$ cat config.mk
export PLATFORM = sky130hd
export DESIGN_NAME = ccix_link1_gateway_flat
export DESIGN_NICKNAME = d
export VERILOG_FILES = /design/src/rtl/ccix_link_pkg.sv /design/src/rtl/ccix_reg_if.sv /design/src/rtl/ccix_link1_gateway.sv /design/src/flat_wrapper.sv
export SDC_FILE = /design/constraint.sdc
export NUM_CORES = 1
export LEC_CHECK = 0
export ABC_AREA = 1
export BUFFER_PORTS_ARGS = -buffer_cell sky130_fd_sc_hd__buf_4
export CORE_ASPECT_RATIO = 0.9
export CORE_UTILIZATION = 30
export DETAILED_ROUTE_END_ITERATION = 12
export SYNTH_ARGS = -nofsm -noshare
export SYNTH_HDL_FRONTEND = slang
export SYNTH_SLANG_ARGS = --single-unit
$ cat constraint.sdc
create_clock -name core_clk_i -period 1.5 [get_ports core_clk_i]
set_input_delay 0.15 -clock core_clk_i [delete_from_list [all_inputs] [get_ports core_clk_i]]
set_output_delay 0.15 -clock core_clk_i [all_outputs]
set_load 0.005 [all_outputs]
$ cat src/rtl/ccix_link_pkg.sv
// Constants shared by the link 1 bank and its controller.
// Assumes it compiles before all other files.
package ccix_link_pkg;

  // Device register map
  localparam logic [15:0] CTL_OFFSET    = 16'h1c10;
  localparam logic [15:0] STATUS_OFFSET = 16'h1c18;
  localparam int          CTL_W         = 17;
  localparam int          STATUS_W      = 4;

  // Control field positions
  localparam int SMP_BIT       = 16;
  localparam int EXP_ID_BIT    = 15;
  localparam int SPCL_CRD_BIT  = 14;
  localparam int ERR_CODE_LSB  = 12;
  localparam int ERR_CODE_W    = 2;
  localparam int ERR_OVRD_BIT  = 11;
  localparam int STORE_DG_BIT  = 10;
  localparam int LOAD_DG_BIT   = 9;
  localparam int EVT_BLK_BIT   = 8;
  localparam int SNP_LSB       = 4;
  localparam int SNP_W         = 4;
  localparam int DOM_REQ_BIT   = 3;
  localparam int LINK_UP_BIT   = 2;
  localparam int LINK_REQ_BIT  = 1;
  localparam int LINK_EN_BIT   = 0;

  // Status field positions
  localparam int ST_ACK_BIT     = 0;
  localparam int ST_DOWN_BIT    = 1;
  localparam int ST_DOM_ACK_BIT = 2;
  localparam int ST_CBKWR_BIT   = 3;

  // Reset values
  localparam logic [15:0] CTL_LOW_RESET = 16'h0000;
  localparam logic        DOWN_RESET    = 1'b1;
  localparam logic        ACK_RESET     = 1'b0;

  // Snoop share codes
  localparam logic [3:0] SNP_EQUAL   = 4'h0;
  localparam logic [3:0] SNP_QUARTER = 4'h1;
  localparam logic [3:0] SNP_HALF    = 4'h2;
  localparam logic [3:0] SNP_THREE_Q = 4'h3;
  localparam logic [3:0] SNP_FULL    = 4'h4;
  localparam logic [3:0] SNP_NONE    = 4'hf;
  localparam int         QUARTER_SHIFT = 2;
  localparam int         HALF_SHIFT    = 1;

  typedef enum logic [1:0] {
    REQ_LOAD       = 2'h0,
    REQ_STORE      = 2'h1,
    REQ_EXCL_LOAD  = 2'h2,
    REQ_EXCL_STORE = 2'h3
  } req_kind_t;

  // Controller APB map
  localparam logic [7:0] APB_IMAGE    = 8'h00;
  localparam logic [7:0] APB_ACCESS   = 8'h04;
  localparam logic [7:0] APB_WDATA_LO = 8'h08;
  localparam logic [7:0] APB_WDATA_HI = 8'h0c;
  localparam logic [7:0] APB_RDATA_LO = 8'h10;
  localparam logic [7:0] APB_RDATA_HI = 8'h14;
  localparam logic [7:0] APB_STATUS   = 8'h18;
  localparam logic [7:0] APB_SEQUENCE = 8'h1c;
  localparam int         ACCESS_WRITE_BIT = 16;

  typedef enum logic [2:0] {
    C_IDLE = 3'b000,
    C_REQ  = 3'b001,
    C_POLL = 3'b011,
    C_FLAG = 3'b010,
    C_RAW  = 3'b100
  } ctrl_state_t;

endpackage

$ cat src/rtl/ccix_reg_if.sv
// Bank access carrier between controller and gateway.
// Assumes one clock; the controller requests.
`timescale 1ns/1ps
interface ccix_reg_if (
  input wire logic core_clk_i,
  input wire logic rst_i
);
  logic        req;
  logic        write;
  logic        secure;
  logic [15:0] addr;
  logic [63:0] wdata;
  logic        ack;
  logic        err;
  logic [63:0] rdata;

  modport device (
    input  req, write, secure, addr, wdata,
    output ack, err, rdata
  );
  modport ctrl (
    output req, write, secure, addr, wdata,
    input  ack, err, rdata
  );
endinterface

$ cat src/rtl/ccix_link1_gateway.sv
// Link 1 control and status bank, link handshake and credit issue.
// Assumes all user-side inputs come from logic on core_clk_i.
//
// Notes on behaviour
// 64-bit control at 0x1C10, secure access only
// Bit 16 enables SMP, reset by build
// Bit 15 sends expanded agent ID
// Bit 14 uses special copy-back credits in SMP
// Bits 13:12 hold override code, reset zero
// Bit 11 overrides exclusive error, non-SMP only
// Software uses exclusive workarounds only non-SMP
// Bit 10 downgrades exclusive stores, non-SMP
// Bit 9 downgrades exclusive loads, non-SMP
// Bit 8 blocks processor events in SMP
// Bits 7:4 snoop share; 0 equal, F none
// Codes 1-4 give quarter to all credits
// Bit 3 drives domain request, reset zero
// Software writes link-up after polling both agents
// Software clears link-up when both agents down
// Link-up clear ignores all remote activity
// Software sets link-up when both agents up
// Link-up set starts issuing local credits
// Software writes bit 1 to request link state
// Bit 0 enables the link, reset zero
// Down set after credits back, cleared on up
// Ack set when ready, cleared on down
// Reserved bits read zero, writes ignored
//
// Chosen here: the APB slave port.
`timescale 1ns/1ps
module ccix_link1_gateway #(
  parameter int   LOCAL_CREDITS       = 8,
  parameter int   TOTAL_SNOOP_CREDITS = 32,
  parameter int   LINK_COUNT          = 2,
  parameter int   SNOOP_W             = 8,
  parameter logic SMP_RESET           = 1'b0
) (
  // Clock and reset
  input  wire logic                      core_clk_i,
  input  wire logic                      rst_i,
  // Register access
  ccix_reg_if.device                     bus,
  // Control outputs
  output logic                           symmetric_mode_o,
  output logic                           response_expanded_id_o,
  output logic                           special_writeback_credit_o,
  output logic                           maintenance_domain_request_o,
  output logic                           link_enable_o,
  output logic                           link_up_o,
  output logic [SNOOP_W-1:0]             snoop_credit_count_o,
  // Handshake state
  output logic                           link_ack_o,
  output logic                           link_down_o,
  input  wire logic                      maintenance_domain_ack_i,
  input  wire logic                      writeback_outstanding_i,
  // Credits
  input  wire logic                      credit_return_i,
  output logic                           credit_grant_o,
  input  wire logic                      remote_credit_i,
  output logic                           remote_credit_take_o,
  // Requests and responses
  input  wire logic                      req_valid_i,
  input  wire ccix_link_pkg::req_kind_t  req_kind_i,
  output logic                           req_valid_o,
  output ccix_link_pkg::req_kind_t       req_kind_o,
  input  wire logic                      rsp_valid_i,
  input  wire logic                      rsp_excl_i,
  input  wire logic [1:0]                rsp_err_i,
  output logic                           rsp_valid_o,
  output logic [1:0]                     rsp_err_o,
  // Processor events
  input  wire logic                      cpu_event_i,
  output logic                           cpu_event_o
);

  localparam int CNT_W = $clog2(LOCAL_CREDITS + 1);

  generate
    if (LOCAL_CREDITS < 1 || LINK_COUNT < 1 ||
        TOTAL_SNOOP_CREDITS >= (1 << SNOOP_W)) begin : g_bad_cfg
      $error("unsupported parameter values");
    end
  endgenerate

  logic [ccix_link_pkg::CTL_W-1:0] ctl_r;
  logic                            ack_r;
  logic                            err_r;
  logic [63:0]                     rdata_r;
  logic                            link_ack_r;
  logic                            link_down_r;
  logic [CNT_W-1:0]                out_cnt_r;
  logic [CNT_W-1:0]                out_cnt_nxt;
  logic                            grant;
  logic                            hit_ctl;
  logic                            hit_status;
  logic                            smp;
  logic                            up;
  logic                            en;

  function automatic logic [SNOOP_W-1:0] snoop_share(input logic [3:0] code);
    int n;
    n = 0;
    case (code)
      ccix_link_pkg::SNP_EQUAL:
        n = TOTAL_SNOOP_CREDITS / LINK_COUNT;
      ccix_link_pkg::SNP_QUARTER:
        n = TOTAL_SNOOP_CREDITS >> ccix_link_pkg::QUARTER_SHIFT;
      ccix_link_pkg::SNP_HALF:
        n = TOTAL_SNOOP_CREDITS >> ccix_link_pkg::HALF_SHIFT;
      ccix_link_pkg::SNP_THREE_Q:
        n = TOTAL_SNOOP_CREDITS -
            (TOTAL_SNOOP_CREDITS >> ccix_link_pkg::QUARTER_SHIFT);
      ccix_link_pkg::SNP_FULL:
        n = TOTAL_SNOOP_CREDITS;
      default:
        n = 0;
    endcase
    return SNOOP_W'(n);
  endfunction

  function automatic ccix_link_pkg::req_kind_t downgrade(
    input ccix_link_pkg::req_kind_t kind,
    input logic                     smp_on,
    input logic                     ld_dg,
    input logic                     st_dg
  );
    ccix_link_pkg::req_kind_t k;
    k = kind;
    if (!smp_on && ld_dg && kind == ccix_link_pkg::REQ_EXCL_LOAD) begin
      k = ccix_link_pkg::REQ_LOAD;
    end
    if (!smp_on && st_dg && kind == ccix_link_pkg::REQ_EXCL_STORE) begin
      k = ccix_link_pkg::REQ_STORE;
    end
    return k;
  endfunction

  assign hit_ctl    = bus.addr == ccix_link_pkg::CTL_OFFSET;
  assign hit_status = bus.addr == ccix_link_pkg::STATUS_OFFSET;
  assign smp        = ctl_r[ccix_link_pkg::SMP_BIT];
  assign up         = ctl_r[ccix_link_pkg::LINK_UP_BIT];
  assign en         = ctl_r[ccix_link_pkg::LINK_EN_BIT];

  // Control register write
  always_ff @(posedge core_clk_i or posedge rst_i) begin
    if (rst_i) begin
      ctl_r <= {SMP_RESET, ccix_link_pkg::CTL_LOW_RESET};
    end else if (bus.req && bus.write && bus.secure && hit_ctl) begin
      ctl_r <= bus.wdata[ccix_link_pkg::CTL_W-1:0];
    end
  end

  // Read and answer, one cycle after the request
  always_ff @(posedge core_clk_i or posedge rst_i) begin
    if (rst_i) begin
      ack_r   <= 1'b0;
      err_r   <= 1'b0;
      rdata_r <= 64'h0;
    end else begin
      ack_r   <= bus.req;
      err_r   <= bus.req && !(bus.secure && (hit_ctl || hit_status));
      rdata_r <= 64'h0;
      if (bus.req && !bus.write && bus.secure && hit_ctl) begin
        rdata_r <= 64'(ctl_r);
      end else if (bus.req && !bus.write && bus.secure && hit_status) begin
        rdata_r <= 64'({writeback_outstanding_i, maintenance_domain_ack_i,
                        link_down_r, link_ack_r});
      end
    end
  end

  assign bus.ack   = ack_r;
  assign bus.err   = err_r;
  assign bus.rdata = rdata_r;

  // Link down and acknowledge
  always_ff @(posedge core_clk_i or posedge rst_i) begin
    if (rst_i) begin
      link_down_r <= ccix_link_pkg::DOWN_RESET;
      link_ack_r  <= ccix_link_pkg::ACK_RESET;
    end else if (ctl_r[ccix_link_pkg::LINK_REQ_BIT]) begin
      link_down_r <= 1'b0;
      if (!link_down_r && en) begin
        link_ack_r <= 1'b1;
      end
    end else begin
      link_ack_r <= 1'b0;
      if (out_cnt_r == '0) begin
        link_down_r <= 1'b1;
      end
    end
  end

  // Local credits go out only while up and acknowledged
  assign grant = up && link_ack_r && en &&
                 out_cnt_r < CNT_W'(LOCAL_CREDITS);

  always_comb begin
    out_cnt_nxt = out_cnt_r;
    if (grant && !(credit_return_i && out_cnt_r != '0)) begin
      out_cnt_nxt = out_cnt_r + CNT_W'(1);
    end else if (!grant && credit_return_i && out_cnt_r != '0) begin
      out_cnt_nxt = out_cnt_r - CNT_W'(1);
    end
  end

  always_ff @(posedge core_clk_i or posedge rst_i) begin
    if (rst_i) begin
      out_cnt_r      <= '0;
      credit_grant_o <= 1'b0;
    end else begin
      out_cnt_r      <= out_cnt_nxt;
      credit_grant_o <= grant;
    end
  end

  // Remote activity taken only while link is up
  always_ff @(posedge core_clk_i or posedge rst_i) begin
    if (rst_i) begin
      remote_credit_take_o <= 1'b0;
    end else begin
      remote_credit_take_o <= remote_credit_i && up && en;
    end
  end

  // Request and response shaping
  always_ff @(posedge core_clk_i or posedge rst_i) begin
    if (rst_i) begin
      req_valid_o <= 1'b0;
      req_kind_o  <= ccix_link_pkg::REQ_LOAD;
      rsp_valid_o <= 1'b0;
      rsp_err_o   <= 2'h0;
      cpu_event_o <= 1'b0;
    end else begin
      req_valid_o <= req_valid_i;
      req_kind_o  <= downgrade(req_kind_i, smp,
                               ctl_r[ccix_link_pkg::LOAD_DG_BIT],
                               ctl_r[ccix_link_pkg::STORE_DG_BIT]);
      rsp_valid_o <= rsp_valid_i;
      if (rsp_excl_i && !smp && ctl_r[ccix_link_pkg::ERR_OVRD_BIT]) begin
        rsp_err_o <= ctl_r[ccix_link_pkg::ERR_CODE_LSB +:
                           ccix_link_pkg::ERR_CODE_W];
      end else begin
        rsp_err_o <= rsp_err_i;
      end
      cpu_event_o <= cpu_event_i &&
                     !(smp && ctl_r[ccix_link_pkg::EVT_BLK_BIT]);
    end
  end

  // Static controls
  always_ff @(posedge core_clk_i or posedge rst_i) begin
    if (rst_i) begin
      special_writeback_credit_o <= 1'b0;
      snoop_credit_count_o       <= '0;
    end else begin
      special_writeback_credit_o <= smp &&
                                    ctl_r[ccix_link_pkg::SPCL_CRD_BIT];
      snoop_credit_count_o <= snoop_share(
        ctl_r[ccix_link_pkg::SNP_LSB +: ccix_link_pkg::SNP_W]);
    end
  end

  assign symmetric_mode_o             = smp;
  assign response_expanded_id_o       = ctl_r[ccix_link_pkg::EXP_ID_BIT];
  assign maintenance_domain_request_o = ctl_r[ccix_link_pkg::DOM_REQ_BIT];
  assign link_enable_o                = en;
  assign link_up_o                    = up;
  assign link_ack_o                   = link_ack_r;
  assign link_down_o                  = link_down_r;

endmodule

$ cat src/flat_wrapper.sv
// flat-port wrapper written by rule: the top's interface ports become plain ports
module ccix_link1_gateway_flat 
#(
  parameter int   LOCAL_CREDITS       = 8,
  parameter int   TOTAL_SNOOP_CREDITS = 32,
  parameter int   LINK_COUNT          = 2,
  parameter int   SNOOP_W             = 8,
  parameter logic SMP_RESET           = 1'b0
)
  (core_clk_i, rst_i, symmetric_mode_o, response_expanded_id_o, special_writeback_credit_o, maintenance_domain_request_o, link_enable_o, link_up_o, snoop_credit_count_o, link_ack_o, link_down_o, maintenance_domain_ack_i, writeback_outstanding_i, credit_return_i, credit_grant_o, remote_credit_i, remote_credit_take_o, req_valid_i, req_kind_i, req_valid_o, req_kind_o, rsp_valid_i, rsp_excl_i, rsp_err_i, rsp_valid_o, rsp_err_o, cpu_event_i, cpu_event_o, bus_req, bus_write, bus_secure, bus_addr, bus_wdata, bus_ack, bus_err, bus_rdata);
  ccix_reg_if bus_i (.core_clk_i(core_clk_i), .rst_i(rst_i));
  input  wire logic core_clk_i;
  input  wire logic rst_i;
  output logic symmetric_mode_o;
  output logic response_expanded_id_o;
  output logic special_writeback_credit_o;
  output logic maintenance_domain_request_o;
  output logic link_enable_o;
  output logic link_up_o;
  output logic [SNOOP_W-1:0] snoop_credit_count_o;
  output logic link_ack_o;
  output logic link_down_o;
  input  wire logic maintenance_domain_ack_i;
  input  wire logic writeback_outstanding_i;
  input  wire logic credit_return_i;
  output logic credit_grant_o;
  input  wire logic remote_credit_i;
  output logic remote_credit_take_o;
  input  wire logic req_valid_i;
  input  wire ccix_link_pkg::req_kind_t req_kind_i;
  output logic req_valid_o;
  output ccix_link_pkg::req_kind_t req_kind_o;
  input  wire logic rsp_valid_i;
  input  wire logic rsp_excl_i;
  input  wire logic [1:0] rsp_err_i;
  output logic rsp_valid_o;
  output logic [1:0] rsp_err_o;
  input  wire logic cpu_event_i;
  output logic cpu_event_o;
  input wire logic [$bits(bus_i.req)-1:0] bus_req;
  input wire logic [$bits(bus_i.write)-1:0] bus_write;
  input wire logic [$bits(bus_i.secure)-1:0] bus_secure;
  input wire logic [$bits(bus_i.addr)-1:0] bus_addr;
  input wire logic [$bits(bus_i.wdata)-1:0] bus_wdata;
  output wire logic [$bits(bus_i.ack)-1:0] bus_ack;
  output wire logic [$bits(bus_i.err)-1:0] bus_err;
  output wire logic [$bits(bus_i.rdata)-1:0] bus_rdata;
  assign bus_i.req = bus_req;
  assign bus_i.write = bus_write;
  assign bus_i.secure = bus_secure;
  assign bus_i.addr = bus_addr;
  assign bus_i.wdata = bus_wdata;
  assign bus_ack = bus_i.ack;
  assign bus_err = bus_i.err;
  assign bus_rdata = bus_i.rdata;
  ccix_link1_gateway #(.LOCAL_CREDITS(LOCAL_CREDITS), .TOTAL_SNOOP_CREDITS(TOTAL_SNOOP_CREDITS), .LINK_COUNT(LINK_COUNT), .SNOOP_W(SNOOP_W), .SMP_RESET(SMP_RESET)) u_core (.core_clk_i(core_clk_i), .rst_i(rst_i), .bus(bus_i), .symmetric_mode_o(symmetric_mode_o), .response_expanded_id_o(response_expanded_id_o), .special_writeback_credit_o(special_writeback_credit_o), .maintenance_domain_request_o(maintenance_domain_request_o), .link_enable_o(link_enable_o), .link_up_o(link_up_o), .snoop_credit_count_o(snoop_credit_count_o), .link_ack_o(link_ack_o), .link_down_o(link_down_o), .maintenance_domain_ack_i(maintenance_domain_ack_i), .writeback_outstanding_i(writeback_outstanding_i), .credit_return_i(credit_return_i), .credit_grant_o(credit_grant_o), .remote_credit_i(remote_credit_i), .remote_credit_take_o(remote_credit_take_o), .req_valid_i(req_valid_i), .req_kind_i(req_kind_i), .req_valid_o(req_valid_o), .req_kind_o(req_kind_o), .rsp_valid_i(rsp_valid_i), .rsp_excl_i(rsp_excl_i), .rsp_err_i(rsp_err_i), .rsp_valid_o(rsp_valid_o), .rsp_err_o(rsp_err_o), .cpu_event_i(cpu_event_i), .cpu_event_o(cpu_event_o));
endmodule
Yosys cells after proc, flatten, opt, wreduce, memory -nomap -nowiden

Cells that the tools add are included.

Register bits after elaboration: 105
Output and inout port bits: 91

Add/subtract/negate cells: 2
Order comparisons: 1
Equal/unequal tests: 9
Muxes and demuxes: 12
Reduce and logical (&&, ||, !) cells: 42

Operators by type and width:

| kind                 | count |
|---|---|
| $mux 64              | 1 |
| $eq 16x13->1 const B | 2 |
| $logic_and 1x1->1    | 28 |
| $pmux 6 s4           | 1 |
| $mux 4               | 3 |
| $eq 4x2->1 const B   | 2 |
| $logic_not 4->1      | 2 |
| $logic_not 1->1      | 7 |
| $mux 2               | 3 |
| $add 4x1->4 const B  | 1 |
| $eq 2x2->1 const B   | 2 |
| $eq 4x1->1 const B   | 1 |
| $eq 4x3->1 const B   | 1 |
| $lt 4x4->1 const B   | 1 |
| $mux 1               | 4 |
| $reduce_bool 2->1    | 2 |
| $reduce_bool 4->1    | 1 |
| $sub 4x1->4 const B  | 1 |
| $ne 2x2->1 const B   | 1 |
| $reduce_or 2->1      | 1 |
| $logic_or 1x1->1     | 1 |

Logic depth before layout (Yosys ltp)

Gate-level depths: netlist (run 1).

Depth in word-level cells: 8
Depth in mapped cells: 12

Least setup slack after synthesis (run 1)

Ideal clock, no wire load.

Kind: reg-to-reg
Start point: register u_core.out_cnt_r[0]
End point: register u_core.out_cnt_r[3]
Library setup time: 0.113 ns
Arrival: 1.542 ns
Required time: 1.387 ns
Path slack: -0.155 ns
Stages on the path, launching flop included: 11
Buffers on the path: 0
Path through: dfrtp_1 nor2_1 nand2_1 nand2_1 nand2_1 ha_1 a21o_1 a21oi_1 nand3_1 nand2_1 inv_1

Longest elaborated chain between the ends: 6
Elaborated cells between the ends (all ways): 14
Those cells by class: add/sub (2); order compare (1); mux (2); reduce/logical (9)

Ends and longest elaborated chain:

| what                               | line                      | text |
|---|---|---|
| start, declared                    | ccix_link1_gateway.sv:91  | `logic [CNT_W-1:0] out_cnt_r;` |
| start signal, assigned             | ccix_link1_gateway.sv:212 | `out_cnt_r <= out_cnt_nxt;` |
| $lt 4x4->1                         | ccix_link1_gateway.sv:196 | `out_cnt_r < CNT_W'(LOCAL_CREDITS);` |
| $logic_and 1x1->1                  | ccix_link1_gateway.sv:195 | `assign grant = up && link_ack_r && en &&` |
| $logic_not 1->1                    | ccix_link1_gateway.sv:202 | `end else if (!grant && credit_return_i && out_cnt_r != '0) begin` |
| $logic_and 1x1->1 (2 in a row)     | ccix_link1_gateway.sv:202 |  |
| $reduce_bool 2->1 (no source line) | -                         |  |

Several ways; a longest one is shown, not always the timed one. The select of a mux whose other input is x is not followed.
A chain may end at the register's enable or synchronous reset.

Worst setup path after layout (run 1)

Start point: register u_core.out_cnt_r[3]
End point: register u_core.out_cnt_r[3]

Longest elaborated chain between the ends: 6
Elaborated cells between the ends (all ways): 14
Those cells by class: add/sub (2); order compare (1); mux (2); reduce/logical (9)

Ends and longest elaborated chain:

| what                               | line                      | text |
|---|---|---|
| $lt 4x4->1 (*)                     | ccix_link1_gateway.sv:196 |  |
| $logic_and 1x1->1 (*)              | ccix_link1_gateway.sv:195 |  |
| named net u_core.grant             | ccix_link1_gateway.sv:93  | `logic grant;` |
| $logic_not 1->1                    | ccix_link1_gateway.sv:202 |  |
| $logic_and 1x1->1 (2 in a row)     | ccix_link1_gateway.sv:202 |  |
| $reduce_bool 2->1 (no source line) | -                         |  |

Mark *: on every way through the listed nets, which the timed path passes. The rest lies on a longest branch. The select of a mux whose other input is x is not followed.

==> results of run 1 <==
==> through the flow <==
stage | total power [mW] | utilization [%] | cell area, um2
2_1_floorplan | 2.09 | - | 2870
3_3_place_gp | 2.26 | 39.4 | 3390
3_5_place_dp | 2.27 | 39.4 | 3390
4_1_cts | 3.09 | 41.2 | 3550
5_1_grt | 3.23 | 41.4 | 3560
6_report | 3.05 | 41.4 | 3560
==> worst max-delay path, stage by stage (launching register included) <==
cell     delay [ps]
dfrtp_1         410
nor2_2          130
nand2_2          70
inv_2            80
nand2_4          70
ha_4            210
a21o_1          160
a21oi_2         130
nand3_1          90
nand2_1          80
inv_1            30
==> flip-flops by register name (all words and copies together) (netlist names), 2 cells and up <==
signal,count
u_core.snoop_credit_count_o,3
u_core.ctl_r,17
u_core.bus.rdata,17
u_core.rsp_err_o,2
u_core.req_kind_o,2
u_core.out_cnt_r,4
==> routing by layer <==
metal,wire length (um),track usage [%]
met1,2450,15.7
met2,2510,19.6
met4,26,3.26
met5,0,0
met3,491,2.77
==> power by group through the flow <==
stage	sequential [mW]	combinational [mW]	clock [mW]
finish	1.61	0.645	0.797
global route	1.62	0.743	0.870
detailed placement	1.64	0.635	0
CTS	1.61	0.652	0.825
global placement	1.64	0.624	0
floorplan	1.67	0.425	0
==> cells by family (layout without fill, tap and decap cells) <==
group	count (synthesis)	in the layout	share of synthesized area [%]
adders and majority gates	3	3	1.69
and+or+nand+nor	131	131	21.3
other	1	52	0.141
DFF	55	55	51.8
AOI/OAI and AO/OA	13	13	2.73
buffers and inverters	96	158	21.8
xor gates and xnor gates	2	2	0.658
==> final cells by class <==
type                    count  area [um2]  share of cell area (%)
well taps                 119         149                    4.18
inverters                  38         143                    4.00
flip-flops and latches     55        1380                    38.7
clock inverters             2        12.5                   0.351
clock buffers               6        72.6                    2.04
multi-input cells         201         930                    26.1
repair buffers            112         878                    24.7
==> worst paths after layout <==
check | endpoint | slack [ps]
max | u_core.out_cnt_r[3] | -60
min | u_core.bus.err | 30
max reg2reg | u_core.out_cnt_r[3] | -60
min reg2reg | u_core.snoop_credit_count_o[5] | 460
max in group asynchronous | u_core.ctl_r[7] | 530
min in group asynchronous | u_core.bus.rdata[15] | 410
==> cell usage after synthesis <==
master / count / area share (%)
dfstp_2: 1 / 0.99
fa_1: 1 / 0.75
inv_1: 38 / 5.4
a21o_1: 1 / 0.28
conb_1: 1 / 0.14
nand3_2: 1 / 0.38
nand2_4: 1 / 0.42
nand2_2: 2 / 0.47
o21ai_0: 4 / 0.75
dfrtp_1: 54 / 51
a21oi_1: 6 / 1.1
ha_1: 2 / 0.94
xnor2_1: 1 / 0.33
nor3_1: 1 / 0.19
nor4_1: 1 / 0.24
nor2_2: 1 / 0.24
buf_4: 54 / 15
buf_2: 1 / 0.19
a21boi_0: 2 / 0.56
xor2_1: 1 / 0.33
buf_6: 2 / 0.85
nor2_1: 29 / 4.1
nand2_1: 68 / 9.6
nand3_1: 26 / 4.9
nor2_8: 1 / 0.75
clkbuf_1: 1 / 0.14
==> repair_timing <==
action / CTS / global route
resized for setup: 4 / 2
endpoints found under the setup margin: 2 / 3
hold endpoints to repair: 21 / 0
buffers inserted: 2 / 1
pin swaps: 4 / 3
hold buffers: 5 / 0
==> flow_summary.yaml, run 1 <==
status:
  run_status: "finished, violations left"
  violations: "setup timing"
global_route:
  grt_max_degree: 38
  track_usage_pct: 11.9
  antenna_found_initial: 0
  grt_pass1_vias: 1874
  grt_pass1_wl_mm: 8.49
  grt.overflow.total: 0
final_layout:
  nFillCells: 856
  drive_above_1_share_pct: 31.4
  syn_to_final_growth_pct: 33.9
  final_cell_mix: "buf_4 (105), nand2_1 (64), dfrtp_1 (54)"
  instances_no_fill: 533
  nets: 513
  antenna_cells: 0
  final_common_cell: "buf_4"
sta:
  setup_violations: 1
  post-route-period-util_pct: 104
  fin_skew_ps: 10.2
  max_freq_mhz: 641
  hold_viol_final: 0
  fin_hold_ws_ps: 28.3
  grt_setup_unrepaired: "true"
  drv_slew: 0
  setup_slack_ps: -59.1
  finalCriticalPeriod_ps: 1560
  finalSetupTns_ps: -59.1
cts:
  cts_root_buf: "clkbuf_8"
  cts_tree: "done"
  insertion_delay_ps: 300
  htreeDepth: 2
  cts.clk_slew.worst_paths_ps: 100
  clock_path_buffers: 2
  clock-sinks: 55
  numCtsBuffers: 5
power:
  p_sw_mw: 0.827
  intPower_mw: 2.23
  p_leak_nw: 2.04
  clkPwrFrac_pct: 26.1
  ir_drop_mv: 0.348
  pwr-share-seq_pct: 52.8
  p_comb_share_pct: 21.1
  p_per_area_nw_per_um2: 858
  swShare_pct: 27.1
critical_path:
  worst_ep_arrival_time_ps: 1770
  crit_fanout: 4
  crit_path_end_kind: "flop"
  critPathKind: "flop to flop"
  cp.required_ps: 1710
  reg2regPathDepth: 10
  startpoint_type: "flop"
  timing.rr.start: "u_core.out_cnt_r[3]"
  timing.critical_path.from: "u_core.out_cnt_r[3]"
placed_design:
  dp_cells: 517
  pre_cts_slack_ps: -91.2
  portBuffers: 88
  gp_congestion: 0.721
  dpl.hpwl_mm: 4.19
detailed_routing:
  antenna_left: 0
  viasPerCell: 3.86
  drt_pass1_iterations: 4
  vias: 2055
  avgRoutedWirePerCell_um: 10.3
  drc: 0
  drt_iter0_drc: 35
  wirelength_mm: 5.48
hold_path:
  holdCritStartpoint: "bus_secure"
  hold_class: "input port to flop"
  hold_depth: 2
synthesis:
  yosysSeqAreaShare_pct: 51.8
  netlist_area_um2: 2660
  synth.distinct_cells: 26
  syn_inst: 301
  syn_area_per_cell_um2: 8.84
  yosysWarnings: 0
  ys_ff_latch: 55
floorplan:
  core_region_area_um2: 8610
  die_y_um: 91.4
  num_rows: 32
  die_area_um2: 9250
  die_w_um: 101
  ioPinCount: 188
  start_util_pct: 30.9
run:
  maxCapViolations: 0
(Power assumes the default switching activity.)
==> run 2: changes to the inputs <==
Settings changed: RECOVER_POWER set to 100.
==> run 2 against run 1 <==
Effect of this change:
- the run still ends with setup timing left
- routed wire length is 0.15% lower
- design area is 0.21% lower
- clock power hardly changed
- core utilization is 0.087 points lower
- final cell count stayed put
- die area stayed put
- global-route usage stayed put
- critical endpoint unchanged
- largest cell class unchanged
- largest power group unchanged
==> flow_summary.yaml, run 2 (same netlist as run 1, synthesis figures left out) <==
sta:
  grt_setup_unrepaired: "true"
  setup_slack_ps: -59.1
  finalCriticalPeriod_ps: 1560
  drv_slew: 0
  max_freq_mhz: 641
  tightestPinTransition_ps: 803
  setup_violations: 1
  post-route-period-util_pct: 104
  fin_skew_ps: 10.0
  finalSetupTns_ps: -59.1
  max_slew_margin_pct: 46.4
  hold_viol_final: 0
cts:
  numCtsBuffers: 5
  clock-sinks: 55
  htreeDepth: 2
  clock_path_buffers: 2
  insertion_delay_ps: 300
  cts_tree: "done"
  cts_root_buf: "clkbuf_8"
  cts.clk_slew.worst_paths_ps: 100
final_layout:
  nFillCells: 859
  regArea_um2: 1380
  final_area_um2: 3550
  final_common_cell: "buf_4"
  multi_input_area_um2: 930
  nets: 513
  antenna_cells: 0
  syn_to_final_growth_pct: 33.6
  drive_above_1_share_pct: 30.7
  final_cell_mix: "buf_4 (100), nand2_1 (64), dfrtp_1 (54)"
  instances_no_fill: 533
global_route:
  grt_pass1_vias: 1874
  antenna_found_initial: 0
  track_usage_pct: 11.9
  grt_max_degree: 38
  grt.overflow.total: 0
  grt_pass1_wl_mm: 8.49
placed_design:
  portBuffers: 88
  pre_cts_slack_ps: -91.2
  gp_congestion: 0.721
  dpl_cell_area_um2: 3390
  dp_cells: 517
  dpl.hpwl_mm: 4.19
power:
  p_leak_nw: 2.03
  ir_drop_mv: 0.348
  p_per_area_nw_per_um2: 859
  fin_total_pwr_mw: 3.05
critical_path:
  crit_path_end_kind: "flop"
  cp_num_buf_inv: 2
  cpPeakStageDelay_ps: 410
  crit_fanout: 4
  cp.required_ps: 1710
  cp_top_family: "simple AND/OR/NAND/NOR gates"
  critPathKind: "flop to flop"
  cp_slowest_cell: "dfrtp_1"
  startpoint_type: "flop"
  worst_ep_arrival_time_ps: 1770
  cp_cell_sequence: "nor2_2, nand2_2, inv_2, nand2_4, ha_4, a21o_1, a21oi_2, nand3_1, nand2_1, inv_1"
floorplan:
  die_y_um: 91.4
  ioPinCount: 188
  num_rows: 32
  die_w_um: 101
  die_area_um2: 9250
  core_region_area_um2: 8610
  start_util_pct: 30.9
status:
  violations: "setup timing"
  run_status: "finished, violations left"
hold_path:
  hold_class: "input port to flop"
detailed_routing:
  avgRoutedWirePerCell_um: 10.3
  drc: 0
  wirelength_mm: 5.48
  drt_iter0_drc: 37
  antenna_left: 0
  drt_pass1_iterations: 4
  vias: 2055
  viasPerCell: 3.86
run:
  maxCapViolations: 0
==> run 2: cell types whose count changed in the layout (fill, tap and decap cells not counted) <==
| cell | delta |
|---|---|
| buf_4 | -5 |
| clkbuf_4 | +3 |
| clkbuf_1 | +2 |
| inv_1 | +1 |
| inv_2 | -1 |
==> run 2: worst paths after layout <==
kind | from | cells after the start | slack, ps | to
worst min register to register | u_core.ctl_r[7] | 1 | 460 | u_core.snoop_credit_count_o[5]
worst max register to register | u_core.out_cnt_r[3] | 10 | -60 | u_core.out_cnt_r[3]
min in group asynchronous | rst_i | 3 | 560 | u_core.bus.rdata[15]
worst max-delay path | u_core.out_cnt_r[3] | 10 | -60 | u_core.out_cnt_r[3]
max in group asynchronous | rst_i | 4 | 260 | u_core.ctl_r[7]
worst min-delay path | bus_secure | 2 | 30 | u_core.bus.err
==> run 2: report_power, final <==
part	internal [mW]	switching, mW	leakage (nW)
clock	0.328	0.470	0.0412
combinational	0.328	0.314	1.26
sequential	1.57	0.0424	0.730
==> run 2: cell type report <==
| class | instances | area share (%) |
|---|---|---|
| inverters | 38 | 4.01 |
| multi-input cells | 201 | 26.2 |
| flip-flops and latches | 55 | 38.8 |
| clock inverters | 2 | 0.352 |
| clock buffers | 6 | 2.04 |
| well taps | 119 | 4.19 |
| repair buffers | 112 | 24.5 |
==> run 2: worst register-to-register path, cell delays in order, from the launching register on <==
cell	delay, ps
dfrtp_1	410
nor2_2	130
nand2_2	80
inv_2	80
nand2_4	70
ha_4	210
a21o_1	160
a21oi_2	130
nand3_1	90
nand2_1	80
inv_1	30
==> run 2: timing repair <==
action,in CTS,in global routing
pin swaps,4,3
hold buffers,5,0
gates resized for setup,4,2
endpoints found under the setup margin,2,3
endpoints found under the hold margin,21,0
setup buffers,2,1
==> run 2: per-layer routing <==
metal  GRT usage [%]  wire [um]  vias to the layer above
li1                -          -                     1025
met1            15.7       2440                      919
met2            19.6       2510                      107
met3            2.77        491                        4
met4            3.26         26                        0
met5               0          0                        -
==> run 2: metrics by stage <==
| stage | hold slack (ps) | utilization, % |
|---|---|---|
| floorplan | 181 | - |
| global placement | 185 | 39.4 |
| global route | 17.1 | 41.3 |
| CTS | 14.6 | 41.2 |
| finish | 27.7 | 41.3 |
| detailed placement | 190 | 39.4 |
